$ cat src/chgrb_pkg.sv
// Package: constants and types for the charger register bank.
// Assumes one 10 MHz core clock and an external SMBus engine.
package chgrb_pkg;

    // ------------------------------------------------------------
    // Register offsets
    // ------------------------------------------------------------
    localparam logic [7:0] MODE_CTRL_OFS  = 8'h12;
    localparam logic [7:0] COND_FLAGS_OFS = 8'h13;
    localparam logic [7:0] CHG_CUR_OFS    = 8'h14;
    localparam logic [7:0] CHG_VOLT_OFS   = 8'h15;
    localparam logic [7:0] IN_LIMIT_OFS   = 8'h3F;

    // ------------------------------------------------------------
    // Field positions and reset values
    // ------------------------------------------------------------
    localparam int CUR_LSB          = 7;
    localparam int CUR_MSB          = 13;
    localparam logic [15:0] CUR_MASK      = 16'h3F80;
    localparam logic [15:0] VOLT_MASK     = 16'h7FFE;
    localparam logic [15:0] CTRL_MASK     = 16'h0FFD;
    localparam logic [15:0] CTRL_RESET    = 16'h0001;
    localparam logic [15:0] SETPT_RESET   = 16'h0000;
    localparam logic [15:0] FLAGS_RESET   = 16'h0007;
    localparam int CTL_INHIBIT     = 0;
    localparam int CTL_SOFT_RESET  = 2;
    localparam int CTL_MON_SEL     = 3;
    localparam int CTL_LEARN       = 4;
    localparam int CTL_FREQ_SEL    = 5;
    localparam int CTL_OC_EN       = 6;
    localparam int CTL_OC_RATIO_LO = 7;
    localparam int CTL_DEPL_LO     = 9;

    // ------------------------------------------------------------
    // Voltage decode constants (millivolts, field bits only)
    // ------------------------------------------------------------
    localparam logic [15:0] MV_WAKE   = 16'h2328;
    localparam logic [15:0] MV_3C_LO  = 16'h2EE0;
    localparam logic [15:0] MV_3C_HI  = 16'h3840;
    localparam logic [15:0] MV_4C_LO  = 16'h3E80;
    localparam logic [15:0] MV_4C_HI  = 16'h4B00;
    localparam logic [6:0]  CODE_MAX  = 7'h7F;
    // Step sizes in micro-volts: 18750 and 25000
    localparam logic [31:0] UV_STEP_3C = 32'h0000_493E;
    localparam logic [31:0] UV_STEP_4C = 32'h0000_61A8;

    // ------------------------------------------------------------
    // Timing
    // ------------------------------------------------------------
    localparam int CLK_HZ        = 10_000_000;
    localparam int DEGLITCH_MS   = 8;
    localparam int DEGLITCH_CYC  = CLK_HZ / 1000 * DEGLITCH_MS;

    // Voltage target as handed to the regulation loop
    typedef struct packed {
        logic       wake_9v;
        logic       four_cell;
        logic [6:0] offset;
    } chgrb_vtarget_t;

    typedef enum logic [1:0] {
        BUS_IDLE  = 2'b01,
        BUS_RDACK = 2'b10
    } chgrb_bus_state_t;

endpackage

$ cat src/chgrb_bank.sv
// Register bank for a multi-cell charger, reached by an SMBus engine.
// Assumes the engine presents decoded word writes and reads as one-cycle strobes.
`timescale 1ns/1ns
module chgrb_bank (
    input  wire logic        CORE_CLK_I,
    input  wire logic        RST_I,
    input  wire logic        WR_STB_I,
    input  wire logic        RD_STB_I,
    input  wire logic [7:0]  CMD_I,
    input  wire logic [15:0] WDATA_I,
    output logic      [15:0] RDATA_O,
    output logic             RVALID_O,
    input  wire logic        CHARGE_ENABLE_PIN_N_I,
    input  wire logic        ADAPTER_PRESENT_I,
    input  wire logic        RAIL_READY_I,
    input  wire logic        VLOOP_ACTIVE_I,
    input  wire logic        BAT_DEPLETED_I,
    output logic             ALERT_O,
    output logic             ALERT_OE_O,
    output logic             CHARGER_ON_O,
    output logic      [6:0]  CHARGE_CURRENT_CODE_O,
    output logic      [6:0]  INPUT_LIMIT_CODE_O,
    output logic      [8:0]  VOLTAGE_TARGET_O,
    output logic             MONITOR_SELECT_O,
    output logic             BATTERY_TO_SYSTEM_O,
    output logic             FREQ_500K_O,
    output logic             OC_PROTECT_O,
    output logic      [1:0]  OC_RATIO_O,
    output logic      [2:0]  DEPLETED_SELECT_O
);

    // ------------------------------------------------------------
    // Pin synchronisers
    // ------------------------------------------------------------
    logic [4:0] sync1_reg;
    logic [4:0] sync2_reg;
    always_ff @(posedge CORE_CLK_I or posedge RST_I) begin
        if (RST_I) begin
            sync1_reg <= 5'h00;
            sync2_reg <= 5'h00;
        end else begin
            sync1_reg <= {CHARGE_ENABLE_PIN_N_I, ADAPTER_PRESENT_I, RAIL_READY_I,
                          VLOOP_ACTIVE_I, BAT_DEPLETED_I};
            sync2_reg <= sync1_reg;
        end
    end
    logic pin_inhibit;
    logic adapter_s;
    logic rail_s;
    logic vloop_s;
    logic depl_s;
    assign {pin_inhibit, adapter_s, rail_s, vloop_s, depl_s} = sync2_reg;

    // ------------------------------------------------------------
    // Registers
    // ------------------------------------------------------------
    logic [15:0] ctrl_reg;
    logic [15:0] cur_reg;
    logic [15:0] volt_reg;
    logic [15:0] inlim_reg;
    logic        soft_rst;
    assign soft_rst = WR_STB_I && CMD_I == chgrb_pkg::MODE_CTRL_OFS
                      && WDATA_I[chgrb_pkg::CTL_SOFT_RESET];

    // ------------------------------------------------------------
    // Current word clamp
    // ------------------------------------------------------------
    // Words past the ceiling clamp to full scale rather than wrap to zero,
    // so an oversized request never silently turns the charger off
    function automatic logic [15:0] cur_word(input logic [15:0] w);
        if (w[15:14] != 2'b00) begin
            cur_word = chgrb_pkg::CUR_MASK;
        end else begin
            cur_word = w & chgrb_pkg::CUR_MASK;
        end
    endfunction

    always_ff @(posedge CORE_CLK_I or posedge RST_I) begin
        if (RST_I) begin
            ctrl_reg  <= chgrb_pkg::CTRL_RESET;
            cur_reg   <= chgrb_pkg::SETPT_RESET;
            volt_reg  <= chgrb_pkg::SETPT_RESET;
            inlim_reg <= chgrb_pkg::SETPT_RESET;
        end else if (soft_rst) begin
            // Self-clearing reset: disabled, 300 kHz, zero setpoints
            ctrl_reg  <= chgrb_pkg::CTRL_RESET;
            cur_reg   <= chgrb_pkg::SETPT_RESET;
            volt_reg  <= chgrb_pkg::SETPT_RESET;
            inlim_reg <= chgrb_pkg::SETPT_RESET;
        end else if (WR_STB_I) begin
            case (CMD_I)
                // Unused bits 1, 12..15 never stored
                chgrb_pkg::MODE_CTRL_OFS: ctrl_reg  <= WDATA_I & chgrb_pkg::CTRL_MASK;
                chgrb_pkg::CHG_CUR_OFS:   cur_reg   <= cur_word(WDATA_I);
                chgrb_pkg::IN_LIMIT_OFS:  inlim_reg <= cur_word(WDATA_I);
                chgrb_pkg::CHG_VOLT_OFS:  volt_reg  <= WDATA_I & chgrb_pkg::VOLT_MASK;
                default: ;
            endcase
        end
    end

    // ------------------------------------------------------------
    // Voltage decode
    // ------------------------------------------------------------
    // Truncating divide; constant divisors keep this a plain multiplier net
    function automatic logic [6:0] volt_code(input logic [15:0] mv,
                                             input logic [15:0] base,
                                             input logic [31:0] step_uv);
        logic [31:0] q;
        q = ({16'h0000, mv - base} * 32'd1000) / step_uv;
        volt_code = (q > 32'd127) ? chgrb_pkg::CODE_MAX : q[6:0];
    endfunction

    chgrb_pkg::chgrb_vtarget_t vt;
    logic                      volt_bad;
    always_comb begin
        vt       = '0;
        volt_bad = 1'b0;
        if (volt_reg == chgrb_pkg::MV_WAKE) begin
            vt.wake_9v = 1'b1;
        end else if (volt_reg > chgrb_pkg::MV_4C_HI) begin
            vt.four_cell = 1'b1;
            vt.offset    = chgrb_pkg::CODE_MAX;
        end else if (volt_reg >= chgrb_pkg::MV_4C_LO) begin
            vt.four_cell = 1'b1;
            vt.offset    = volt_code(volt_reg, chgrb_pkg::MV_4C_LO,
                                     chgrb_pkg::UV_STEP_4C);
        end else if (volt_reg >= chgrb_pkg::MV_3C_LO
                     && volt_reg <= chgrb_pkg::MV_3C_HI) begin
            vt.offset = volt_code(volt_reg, chgrb_pkg::MV_3C_LO,
                                  chgrb_pkg::UV_STEP_3C);
        end else begin
            volt_bad = 1'b1;
        end
    end

    // Clamped words stay on; only a stored zero disables
    logic cur_zero;
    logic lim_zero;
    logic run;
    assign cur_zero = cur_reg == 16'h0000;
    assign lim_zero = inlim_reg == 16'h0000;
    assign run = !ctrl_reg[chgrb_pkg::CTL_INHIBIT] && !pin_inhibit
                 && !cur_zero && !lim_zero && !volt_bad;

    // ------------------------------------------------------------
    // Deglitch on synchronised adapter and depleted inputs
    // ------------------------------------------------------------
    logic [1:0]  dg_reg;
    logic [17:0] dg_cnt_reg;
    always_ff @(posedge CORE_CLK_I or posedge RST_I) begin
        if (RST_I) begin
            dg_reg     <= 2'b00;
            dg_cnt_reg <= 18'h00000;
        end else if ({adapter_s, depl_s} == dg_reg) begin
            dg_cnt_reg <= 18'h00000;
        end else if (dg_cnt_reg == 18'(chgrb_pkg::DEGLITCH_CYC - 1)) begin
            dg_reg     <= {adapter_s, depl_s};
            dg_cnt_reg <= 18'h00000;
        end else begin
            dg_cnt_reg <= dg_cnt_reg + 18'h00001;
        end
    end

    // ------------------------------------------------------------
    // Status word
    // ------------------------------------------------------------
    logic [15:0] flags_reg;
    logic [15:0] flags_next;
    logic        learn_eff;
    assign learn_eff = ctrl_reg[chgrb_pkg::CTL_LEARN] && !dg_reg[0];
    always_comb begin
        flags_next     = 16'h0000;
        flags_next[0]  = !(dg_reg[1] && rail_s);
        flags_next[1]  = !run;
        flags_next[2]  = !(run && vloop_s);
        flags_next[6]  = learn_eff || !dg_reg[1];
        flags_next[7]  = dg_reg[1] && !learn_eff;
        flags_next[11] = dg_reg[0];
        flags_next[12] = volt_bad;
    end

    always_ff @(posedge CORE_CLK_I or posedge RST_I) begin
        if (RST_I) begin
            flags_reg <= chgrb_pkg::FLAGS_RESET;
        end else begin
            flags_reg <= flags_next;
        end
    end

    // ------------------------------------------------------------
    // Alert: change wins over the clearing read
    // ------------------------------------------------------------
    logic status_rd;
    assign status_rd = RD_STB_I && CMD_I == chgrb_pkg::COND_FLAGS_OFS;
    always_ff @(posedge CORE_CLK_I or posedge RST_I) begin
        if (RST_I) begin
            ALERT_OE_O <= 1'b0;
        end else if (flags_next != flags_reg) begin
            ALERT_OE_O <= 1'b1;
        end else if (status_rd) begin
            ALERT_OE_O <= 1'b0;
        end
    end
    always_ff @(posedge CORE_CLK_I or posedge RST_I) begin
        if (RST_I) begin
            ALERT_O <= 1'b0;
        end else begin
            ALERT_O <= 1'b0;
        end
    end

    // ------------------------------------------------------------
    // Read port; control word reads as zero
    // ------------------------------------------------------------
    always_ff @(posedge CORE_CLK_I or posedge RST_I) begin
        if (RST_I) begin
            RDATA_O  <= 16'h0000;
            RVALID_O <= 1'b0;
        end else begin
            RVALID_O <= RD_STB_I;
            if (RD_STB_I) begin
                case (CMD_I)
                    chgrb_pkg::COND_FLAGS_OFS: RDATA_O <= flags_reg;
                    chgrb_pkg::CHG_CUR_OFS:    RDATA_O <= cur_reg;
                    chgrb_pkg::CHG_VOLT_OFS:   RDATA_O <= volt_reg;
                    chgrb_pkg::IN_LIMIT_OFS:   RDATA_O <= inlim_reg;
                    default:                   RDATA_O <= 16'h0000;
                endcase
            end
        end
    end

    // ------------------------------------------------------------
    // Analog-side controls
    // ------------------------------------------------------------
    // Enable and current codes to the regulation loop
    always_ff @(posedge CORE_CLK_I or posedge RST_I) begin
        if (RST_I) begin
            CHARGER_ON_O          <= 1'b0;
            CHARGE_CURRENT_CODE_O <= 7'h00;
            INPUT_LIMIT_CODE_O    <= 7'h00;
        end else begin
            CHARGER_ON_O          <= run;
            CHARGE_CURRENT_CODE_O <= cur_reg[chgrb_pkg::CUR_MSB:chgrb_pkg::CUR_LSB];
            INPUT_LIMIT_CODE_O    <= inlim_reg[chgrb_pkg::CUR_MSB:chgrb_pkg::CUR_LSB];
        end
    end

    // Voltage target; registered so the loop never sees decode glitches
    always_ff @(posedge CORE_CLK_I or posedge RST_I) begin
        if (RST_I) begin
            VOLTAGE_TARGET_O      <= 9'h000;
        end else begin
            VOLTAGE_TARGET_O      <= vt;
        end
    end

    // Mode controls from the control word; battery-to-system from status bit 6
    always_ff @(posedge CORE_CLK_I or posedge RST_I) begin
        if (RST_I) begin
            MONITOR_SELECT_O      <= 1'b0;
            BATTERY_TO_SYSTEM_O   <= 1'b0;
            FREQ_500K_O           <= 1'b0;
            OC_PROTECT_O          <= 1'b0;
            OC_RATIO_O            <= 2'h0;
            DEPLETED_SELECT_O     <= 3'h0;
        end else begin
            MONITOR_SELECT_O      <= ctrl_reg[chgrb_pkg::CTL_MON_SEL];
            BATTERY_TO_SYSTEM_O   <= flags_reg[6];
            FREQ_500K_O           <= ctrl_reg[chgrb_pkg::CTL_FREQ_SEL];
            OC_PROTECT_O          <= ctrl_reg[chgrb_pkg::CTL_OC_EN];
            OC_RATIO_O            <= ctrl_reg[chgrb_pkg::CTL_OC_EN]
                                     ? ctrl_reg[chgrb_pkg::CTL_OC_RATIO_LO +: 2]
                                     : 2'h0;
            DEPLETED_SELECT_O     <= ctrl_reg[chgrb_pkg::CTL_DEPL_LO +: 3];
        end
    end

endmodule

$ cat config.mk
export PLATFORM = sky130hd
export DESIGN_NAME = chgrb_bank
export DESIGN_NICKNAME = d
export VERILOG_FILES = /design/src/chgrb_pkg.sv /design/src/chgrb_bank.sv
export SDC_FILE = /design/constraint.sdc
export NUM_CORES = 1
export LEC_CHECK = 0
export ABC_CLOCK_PERIOD_IN_PS = 21100
export BUFFER_PORTS_ARGS = -buffer_cell sky130_fd_sc_hd__buf_2
export CAP_MARGIN = 10
export CELL_PAD_IN_SITES_DETAIL_PLACEMENT = 2
export CELL_PAD_IN_SITES_GLOBAL_PLACEMENT = 2
export CORE_MARGIN = 2
export CORE_UTILIZATION = 35
export DETAILED_ROUTE_END_ITERATION = 10
export PLACE_DENSITY = 0.85
export SETUP_SLACK_MARGIN = 0.05
export SLEW_MARGIN = 20
export SYNTH_ARGS = -nofsm -noshare
export SYNTH_HDL_FRONTEND = slang
export SYNTH_SLANG_ARGS = --single-unit
export TNS_END_PERCENT = 5
$ cat constraint.sdc
create_clock -name CORE_CLK_I -period 21.1 [get_ports CORE_CLK_I]
set_input_delay 4.22 -clock CORE_CLK_I [delete_from_list [all_inputs] [get_ports CORE_CLK_I]]
set_output_delay 4.22 -clock CORE_CLK_I [all_outputs]
set_load 0.02 [all_outputs]
==> run metrics, run 1 <==
status=finished clean; Critical Path Max Stage Delay=0.67 ns; Setup violations, final=0; hold buffer count at cts=0; crit start category=flop; layout cell share with drive strength beyond 1=between 10% and 20%; Final TNS setup=0 ns; Synth cell types=136; CP max stage cell=fa_1; Die H=255 um; Ports=85; top cells by area, synth=dfrtp_1 14%, fa_1 8.2%, ha_1 6.2%; CTS Sinks=125; placed cell areas=roughly 23000 sq um; CP Data Arrival Time=between 20 and 25 ns; Synth Warn #=0; Max-cap violations=0; die area=65200 sq um; Mapped Area=22100 sq um; Cells after Synth=around 2.9k; Hold Crit Class=reg -> reg; Die X=roughly 260 um; # rows=approximately 90; Setup WS pre-CTS=-0.457 ns; synthesized area per cell=7.75 sq um; R2R Path Start=volt_reg[8]; vias per inst=around 6.3; CP endpoint=VOLTAGE_TARGET_O[0]; routing usage on met1=32.6%; CTS H-tree depth=4; multi-input logic area=about 18000 sq um; total track usage=approximately 28%; Post-DRT Antenna Nets=0; area leader, netlist=dfrtp_1; setup ws final=just under 0.9 ns; FF/Latch Area=3140 sq um; vias in the first global route=roughly 26k; most used routing layer=met2; most common cell in the netlist=nand2_1; worst-margin pin slew=1.12 ns; initial antenna violation count=0; DR iter-0 viols=between 1k and 1.5k; reg2reg setup slack=between 0.8 and 0.9 ns; Setup crit start=volt_reg[8]; Clk pin slew, worst setup/hold paths=~0.070 ns; DRC Markers=0; Worst Path Max Fanout=13; minimum clock period=20.21 ns; met3 usage=2.87%; # diodes=0; max reg flops=18; Critical Path RT=between 20 and 25 ns; first-pass GRT wire length=between 100000 and 150000 um; TritonCTS buffer count=17; fin nets=3116; Root Buffer=clkbuf_16; Crit. End Element=flop; Clock Path Buffers=2; Yosys top cell area share=a little over an eighth; Relative slew margins=25.3%; WS Path Type=reg -> reg; ys async rst share=100%; top cells by instance count after synthesis=277 x nand2_1, 244 x nor2_1, 188 x a21oi_1; final clock skew=~0.013 ns; hold slack=approximately 0.36 ns; port bufs=between 80 and 90; top_reg_cell synth=dfrtp_1; Final HPWL DP=just under 70000 um; fmax=between 0.04 and 0.05 GHz; Overflow after GRT=0; GRT met2 Usage=approximately 51%; pin count of the biggest net entering global routing=68; R2R Path End=VOLTAGE_TARGET_O[0]; register area share after synthesis=~14%; CTS tree=yes; via count=23.5k; Max Slew Vio Count=0; drt total wl=~94000 um; fin area=24100 sq um; Core ar.=62700 sq um; final hold violation count=0; Pre-antenna DRT Iters=5; period utilisation layout=a little over nine tenths; Hold Startpoint=sync1_reg[4]; wire per inst=between 20 and 30 um; Clk Latency, worst-skew pair=0.46 ns; Post-synth EDFFs=0; #FFs+latches synth=125; R2R cell count=62; Starting Density=35.3%; Layout fillers=just over 7k; Area Overhead vs Synth=9.06%; GP Congestion=between 0.9 and 1
==> cells by family after synthesis <==
| kind of cell | share of synthesized area (%) |
|---|---|
| adder cells (fa/ha/maj) | 14.7 |
| XOR/XNOR | 9.02 |
| buffers and inverters | 5.20 |
| AO/OA/AOI/OAI | 31.1 |
| other | 0.0169 |
| flip-flops | 14.2 |
| multiplexers | 3.53 |
| AND/OR/NAND/NOR | 22.3 |
==> stage by stage <==
stage | util [%] | cells
finish | 38.5 | 3741
global route | 38.5 | 3741
floorplan | - | 2856
CTS | 38.1 | 3737
global placement | 37.1 | 3705
detailed placement | 37.1 | 3705
==> worst max-delay path, delay by kind of cell (launching register included) <==
kind,cells,cell delay [ns]
compound gates,30,8.67
fa+ha+maj,8,3.72
simple gates,13,3.55
mux,4,1.88
xor+xnor,3,0.91
buf+inv,4,0.73
flops,1,0.56
==> metal layers <==
metal  share of wire [%]  wire [um]  vias to the layer above
met3                 3.0       2790                      271
met4                 4.5       4210                        0
met1                  42      39000                    12005
li1                    -          -                    10594
met2                  51      48000                      628
met5                   0          0                        -
==> area by class of cell <==
cell class                 instances  area share (%)
clock buffer                      17            1.76
clock inverter                    14           0.664
inverter                         187            2.92
multi-input combinational       2450            75.0
sequential                       125            13.0
tap                              846            4.39
timing repair buffer             102            2.32
==> cells in the final DEF (no fill, tap or decap), types with 14 or more instances in the layout <==
cell	n
nand3_1	87
a22oi_1	14
nand2_1	276
a21oi_1	186
a31oi_1	50
xor2_1	72
buf_4	20
xnor2_1	125
a21o_1	42
o211ai_1	44
o21a_1	32
o21ai_1	34
fa_1	91
mux2i_1	42
or2_2	20
nand4_1	30
a211oi_1	30
xnor2_2	16
or3_1	30
mux2_2	26
o211a_1	16
nor3_1	82
nor4_1	29
ha_1	109
and2_1	35
clkbuf_16	17
nand2b_1	25
a211o_1	15
o22ai_1	34
inv_1	181
o21ai_0	158
o2111ai_1	15
nor2_1	244
o31ai_1	28
buf_2	82
dfrtp_1	119
and3_1	35
==> how the worst min path moves through the flow <==
stage / cells after the start / end / slack (ns)
after floorplan: 0 / sync2_reg[0] / 0.33
after global placement: 0 / sync2_reg[1] / 0.33
after detailed placement: 0 / sync2_reg[1] / 0.34
after CTS: 0 / sync2_reg[4] / 0.37
after global routing: 0 / sync2_reg[4] / 0.38
final: 0 / sync2_reg[4] / 0.36
==> timing repair <==
action,in CTS,in global routing
pin swaps,1,3
gates resized for setup,2,34
setup buffers,1,3
setup endpoints to repair,2,3
cloned,0,1
Power of run 1 is not shown: default switching activity piles up to over one toggle a cycle in this logic, so the estimate is an artifact.
==> run 2: changes to the inputs <==
- ABC_CLOCK_PERIOD_IN_PS: 21100 -> 18600
- CTS_CLUSTER_SIZE: not set -> 12
- clock period: 21.1 -> 18.6 ns (I/O delays scaled with it)
==> run 2 against run 1 <==
  * Sequential share of layout area shrank 0.68 points
  * Flip-flop and latch count is the same
  * Hold slack lost 0.012 ns
  * Worst setup slack lost 0.46 ns
  * Count of clock-buffer cells in the layout grew 1
  * Fmax grew 11%
  * Global-route usage grew 1.0 points
  * Clock skew grew 0.0036 ns
  * Core utilization grew 2.2 points
==> run metrics, run 2 (synthesis gave the netlist of run 1 again) <==
Final HPWL DP=72200 um; period utilisation layout=a little under 100%; Final TNS setup=0 ns; Pre-antenna DRT Iters=5; first-pass GRT wire length=roughly 150000 um; Ports=85; die area=about 65000 sq um; # diodes=0; DR iter-0 viols=1643; Starting Density=a little over a third; hold buffer count at cts=0; Post-DRT Antenna Nets=0; final clock skew=between 0.015 and 0.02 ns; setup ws final=0.424 ns; Clk pin slew, worst setup/hold paths=0.07 ns; pin count of the biggest net entering global routing=77; vias in the first global route=~27k; most frequent cells in the layout=276 x nand2_1, 242 x nor2_1, 180 x inv_1; max reg flops=18; commonest non-fill, non-tap cell in the layout=nand2_1; Hold Crit Class=reg -> reg; layout cell share with drive strength beyond 1=between 10% and 20%; Crit. End Element=flop; Core ar.=62700 sq um; WS Path Type=reg -> reg; Critical Path RT=about 19 ns; Root Buffer=clkbuf_16; wire per inst=about 27 um; Setup WS pre-CTS=-0.734 ns; TritonCTS buffer count=17; worst-margin pin slew=between 1 and 1.5 ns; CTS tree=yes; fmax=about 0.055 GHz; vias per inst=6.38; CTS Sinks=roughly 130; Clk Latency, worst-skew pair=between 0.4 and 0.5 ns; DRC Markers=0; Worst Path Max Fanout=9; Die H=between 200 and 300 um; drt total wl=103000 um; total track usage=28.8%; Area Overhead vs Synth=15.2%; port bufs=82; Setup violations, final=0; status=finished clean; CP Data Arrival Time=18.50 ns; fin nets=around 3.2k; Critical Path Max Stage Delay=roughly 0.66 ns; CP max stage cell=or4_4; initial antenna violation count=0; minimum clock period=18.18 ns; CTS H-tree depth=4; # rows=92; final hold violation count=0; GP Congestion=around 0.87; Die X=about 260 um; Max Slew Vio Count=0; Max-cap violations=0; Overflow after GRT=0; via count=about 25k; Clock Path Buffers=2; Relative slew margins=between 20% and 30%; crit start category=flop
[run 2: worst paths after layout]
| path | startpoint | to | slack (ns) | cells after the start |
|---|---|---|---|---|
| max in group asynchronous | RST_I | volt_reg[6] | 13.96 | 3 |
| worst min-delay path | sync1_reg[4] | sync2_reg[4] | 0.35 | 0 |
| worst max register to register | volt_reg[7] | VOLTAGE_TARGET_O[0] | 0.42 | 57 |
| worst min register to register | sync1_reg[4] | sync2_reg[4] | 0.35 | 0 |
| worst max-delay path | volt_reg[7] | VOLTAGE_TARGET_O[0] | 0.42 | 57 |
| min in group asynchronous | RST_I | inlim_reg[8] | 3.35 | 2 |
[run 2: stage by stage]
stage                     instances  area, sq um  utilization, %  hold WS [ns]
after floorplan                2856        22100               -         0.331
final                          3854        25500            40.6         0.350
after global placement         3789        23900            38.1         0.337
after detailed placement       3789        23900            38.1         0.338
after global routing           3854        25500            40.6         0.369
after CTS                      3824        24700            39.4         0.353
[run 2: layer usage]
layer,wire length (um),vias up,GRT usage [%]
li1,-,10838,-
met2,52600,826,53.6
met1,41400,12571,33.5
met4,5040,0,12.1
met5,0,-,0
met3,3550,341,2.93
[run 2: layout make-up]
class / instances / area [sq um]
flip-flops and latches: 125 / 3140
inverters: 187 / 708
well taps: 846 / 1060
repair buffers: 214 / 1410
fillers: 7108 / 37300
multi-input cells: 2450 / 18600
clock inverters: 14 / 174
clock buffers: 18 / 429
[run 2: critical path: cells and delay by family, from the launching register on]
family | cells | cell delay (ns)
AOI/OAI and AO/OA | 21 | 5.86
buffers and inverters | 6 | 0.90
xor gates and xnor gates | 3 | 0.68
and+or+nand+nor | 17 | 5.81
DFF | 1 | 0.50
muxes | 4 | 1.15
adders and majority gates | 6 | 3.06
[run 2: what timing repair did]
action,4_1_cts,5_1_grt
endpoints found under the setup margin,2,2
buffers inserted,3,29
resized for setup,30,98
gates cloned,0,1
pin swaps,2,15
Power of run 2 is left out for the same reason.
==> run 3: changes to the inputs <==
- ABC_CLOCK_PERIOD_IN_PS: 18600 -> 23200
- GPL_ROUTABILITY_DRIVEN: not set -> 0
- SKIP_CTS_REPAIR_TIMING: not set -> 1
- clock period: 18.6 -> 23.2 ns (I/O delays scaled with it)
==> run 3 against run 2 <==
  * Hold slack got worse by 0.0014 ns
  * Sequential share of layout area rose by 0.80 points
  * Wire length down 8.0%
  * Non-clock buffer count down 115
  * Via count decreased by 3.6%
  * Worst setup slack improved by 1.1 ns
  * Global-route usage is 0.55 points lower
  * Highest routed layer unchanged
==> run metrics, run 3 (synthesis gave the netlist of run 1 again) <==
Crit. End Element=flop; vias in the first global route=~26k; Clock Path Buffers=2; Setup violations, final=0; Post-Route Utilization=a little under two fifths; die area=~65000 sq um; commonest non-fill, non-tap cell in the layout=nand2_1; vias per inst=6.34; Critical Path Max Stage Delay=around 0.86 ns; fin nets=roughly 3.1k; CTS H-tree depth=4; initial antenna violation count=0; Stages on worst setup path=just over 60; via count=between 20k and 25k; hold slack=0.349 ns; crit start category=flop; drt total wl=94400 um; Critical Path RT=23.54 ns; Hold Crit Class=reg -> reg; crit-path leading delay family=compound AO/OA/AOI/OAI gates; fmax=approximately 0.046 GHz; Post-DRT Antenna Nets=0; Pre-antenna DRT Iters=6; Finished Layout Cells=~3.7k; first-pass GRT wire length=151000 um; wire per inst=25.3 um; Worst Path Buf+Inv=4; Setup crit start=volt_reg[6]; final hold violation count=0; period utilisation layout=~93%; Max Slew Vio Count=0; R2R cell count=slightly above 60; most frequent cells in the layout=277 x nand2_1, 244 x nor2_1, 187 x a21oi_1; Inst Count DP=~3.7k; Final TNS setup=0 ns; WS Path Type=reg -> reg; Core ar.=62700 sq um; CP max stage cell=o211ai_1; Worst Path Max Fanout=21; most used cell along the critical path=ha_1; Area Overhead vs Synth=7.93%; CP endpoint=VOLTAGE_TARGET_O[0]; final clock skew=around 0.015 ns; status=finished clean; DRC Markers=0; port bufs=82; reg2reg setup slack=approximately 1.6 ns; pin count of the biggest net entering global routing=between 70 and 80; Die X=between 200 and 300 um; Clk pin slew, worst setup/hold paths=around 0.070 ns; worst-margin pin slew=about 1.1 ns; total track usage=around 28%; DR iter-0 viols=1275; CTS Sinks=125; Overflow after GRT=0; CP Data Arrival Time=between 20 and 25 ns; # rows=92; Root Buffer=clkbuf_16; # diodes=0; TritonCTS buffer count=17; Ports=85; Die H=255 um; minimum clock period=approximately 22 ns; RSZ-0062 raised after global routing=no; Final HPWL DP=69300 um; CTS tree=yes; Max-cap violations=0; R2R Path Start=volt_reg[6]; Clk Latency, worst-skew pair=0.47 ns; R2R Path End=VOLTAGE_TARGET_O[0]; max reg flops=18; Relative slew margins=29.5%; layout cell share with drive strength beyond 1=~11%; Starting Density=a little over a third
-- run 3: cell types whose count changed in the layout (fill, tap and decap cells not counted), moves of 5 or more --
cell     change
xor2_2       -8
xnor2_1     +12
xor2_1       +9
xnor2_2      -8
a21oi_1     +10
nor4_1       +5
nor3_1       +7
a21oi_2      -9
buf_4      -114
-- run 3: worst min-delay path by stage --
stage,to,startpoint,cells past startpoint
CTS,sync2_reg[1],sync1_reg[1],0
global route,sync2_reg[2],sync1_reg[2],0
global placement,sync2_reg[1],sync1_reg[1],0
finish,sync2_reg[1],sync1_reg[1],0
detailed placement,sync2_reg[1],sync1_reg[1],0
floorplan,sync2_reg[0],sync1_reg[0],0
-- run 3: cell type report --
cell class	count	area, sq um
clock buffer	18	429
clock inverter	14	158
fill	7254	38900
inverter	187	704
multi-input combinational	2449	17900
sequential	125	3130
tap	846	1060
timing repair buffer	99	538
-- run 3: worst register-to-register path: cells and delay by family, from the launching register on --
kind | cells | cell delay (ns)
compound gates | 24 | 7.99
xor+xnor | 5 | 2.46
fa+ha+maj | 8 | 3.57
buf+inv | 4 | 0.67
flops | 1 | 0.58
mux | 3 | 1.13
simple gates | 17 | 5.13
-- run 3: per-layer routing --
| layer | routed length (um) | GRT usage, % | vias to the layer above |
|---|---|---|---|
| met4 | 3930 | 11.2 | 0 |
| li1 | - | - | 10606 |
| met1 | 38900 | 33.4 | 12136 |
| met3 | 3060 | 2.92 | 273 |
| met5 | 0 | 0 | - |
| met2 | 48500 | 52.1 | 680 |
-- run 3: stage by stage --
stage | setup slack [ns] | cell area (sq um)
2_1_floorplan | 7.00 | 22100
3_3_place_gp | 2.80 | 23300
3_5_place_dp | 1.89 | 23300
4_1_cts | 1.57 | 23900
5_1_grt | 0.248 | 23900
6_report | 1.56 | 23900
Power of run 3 is left out for the same reason.
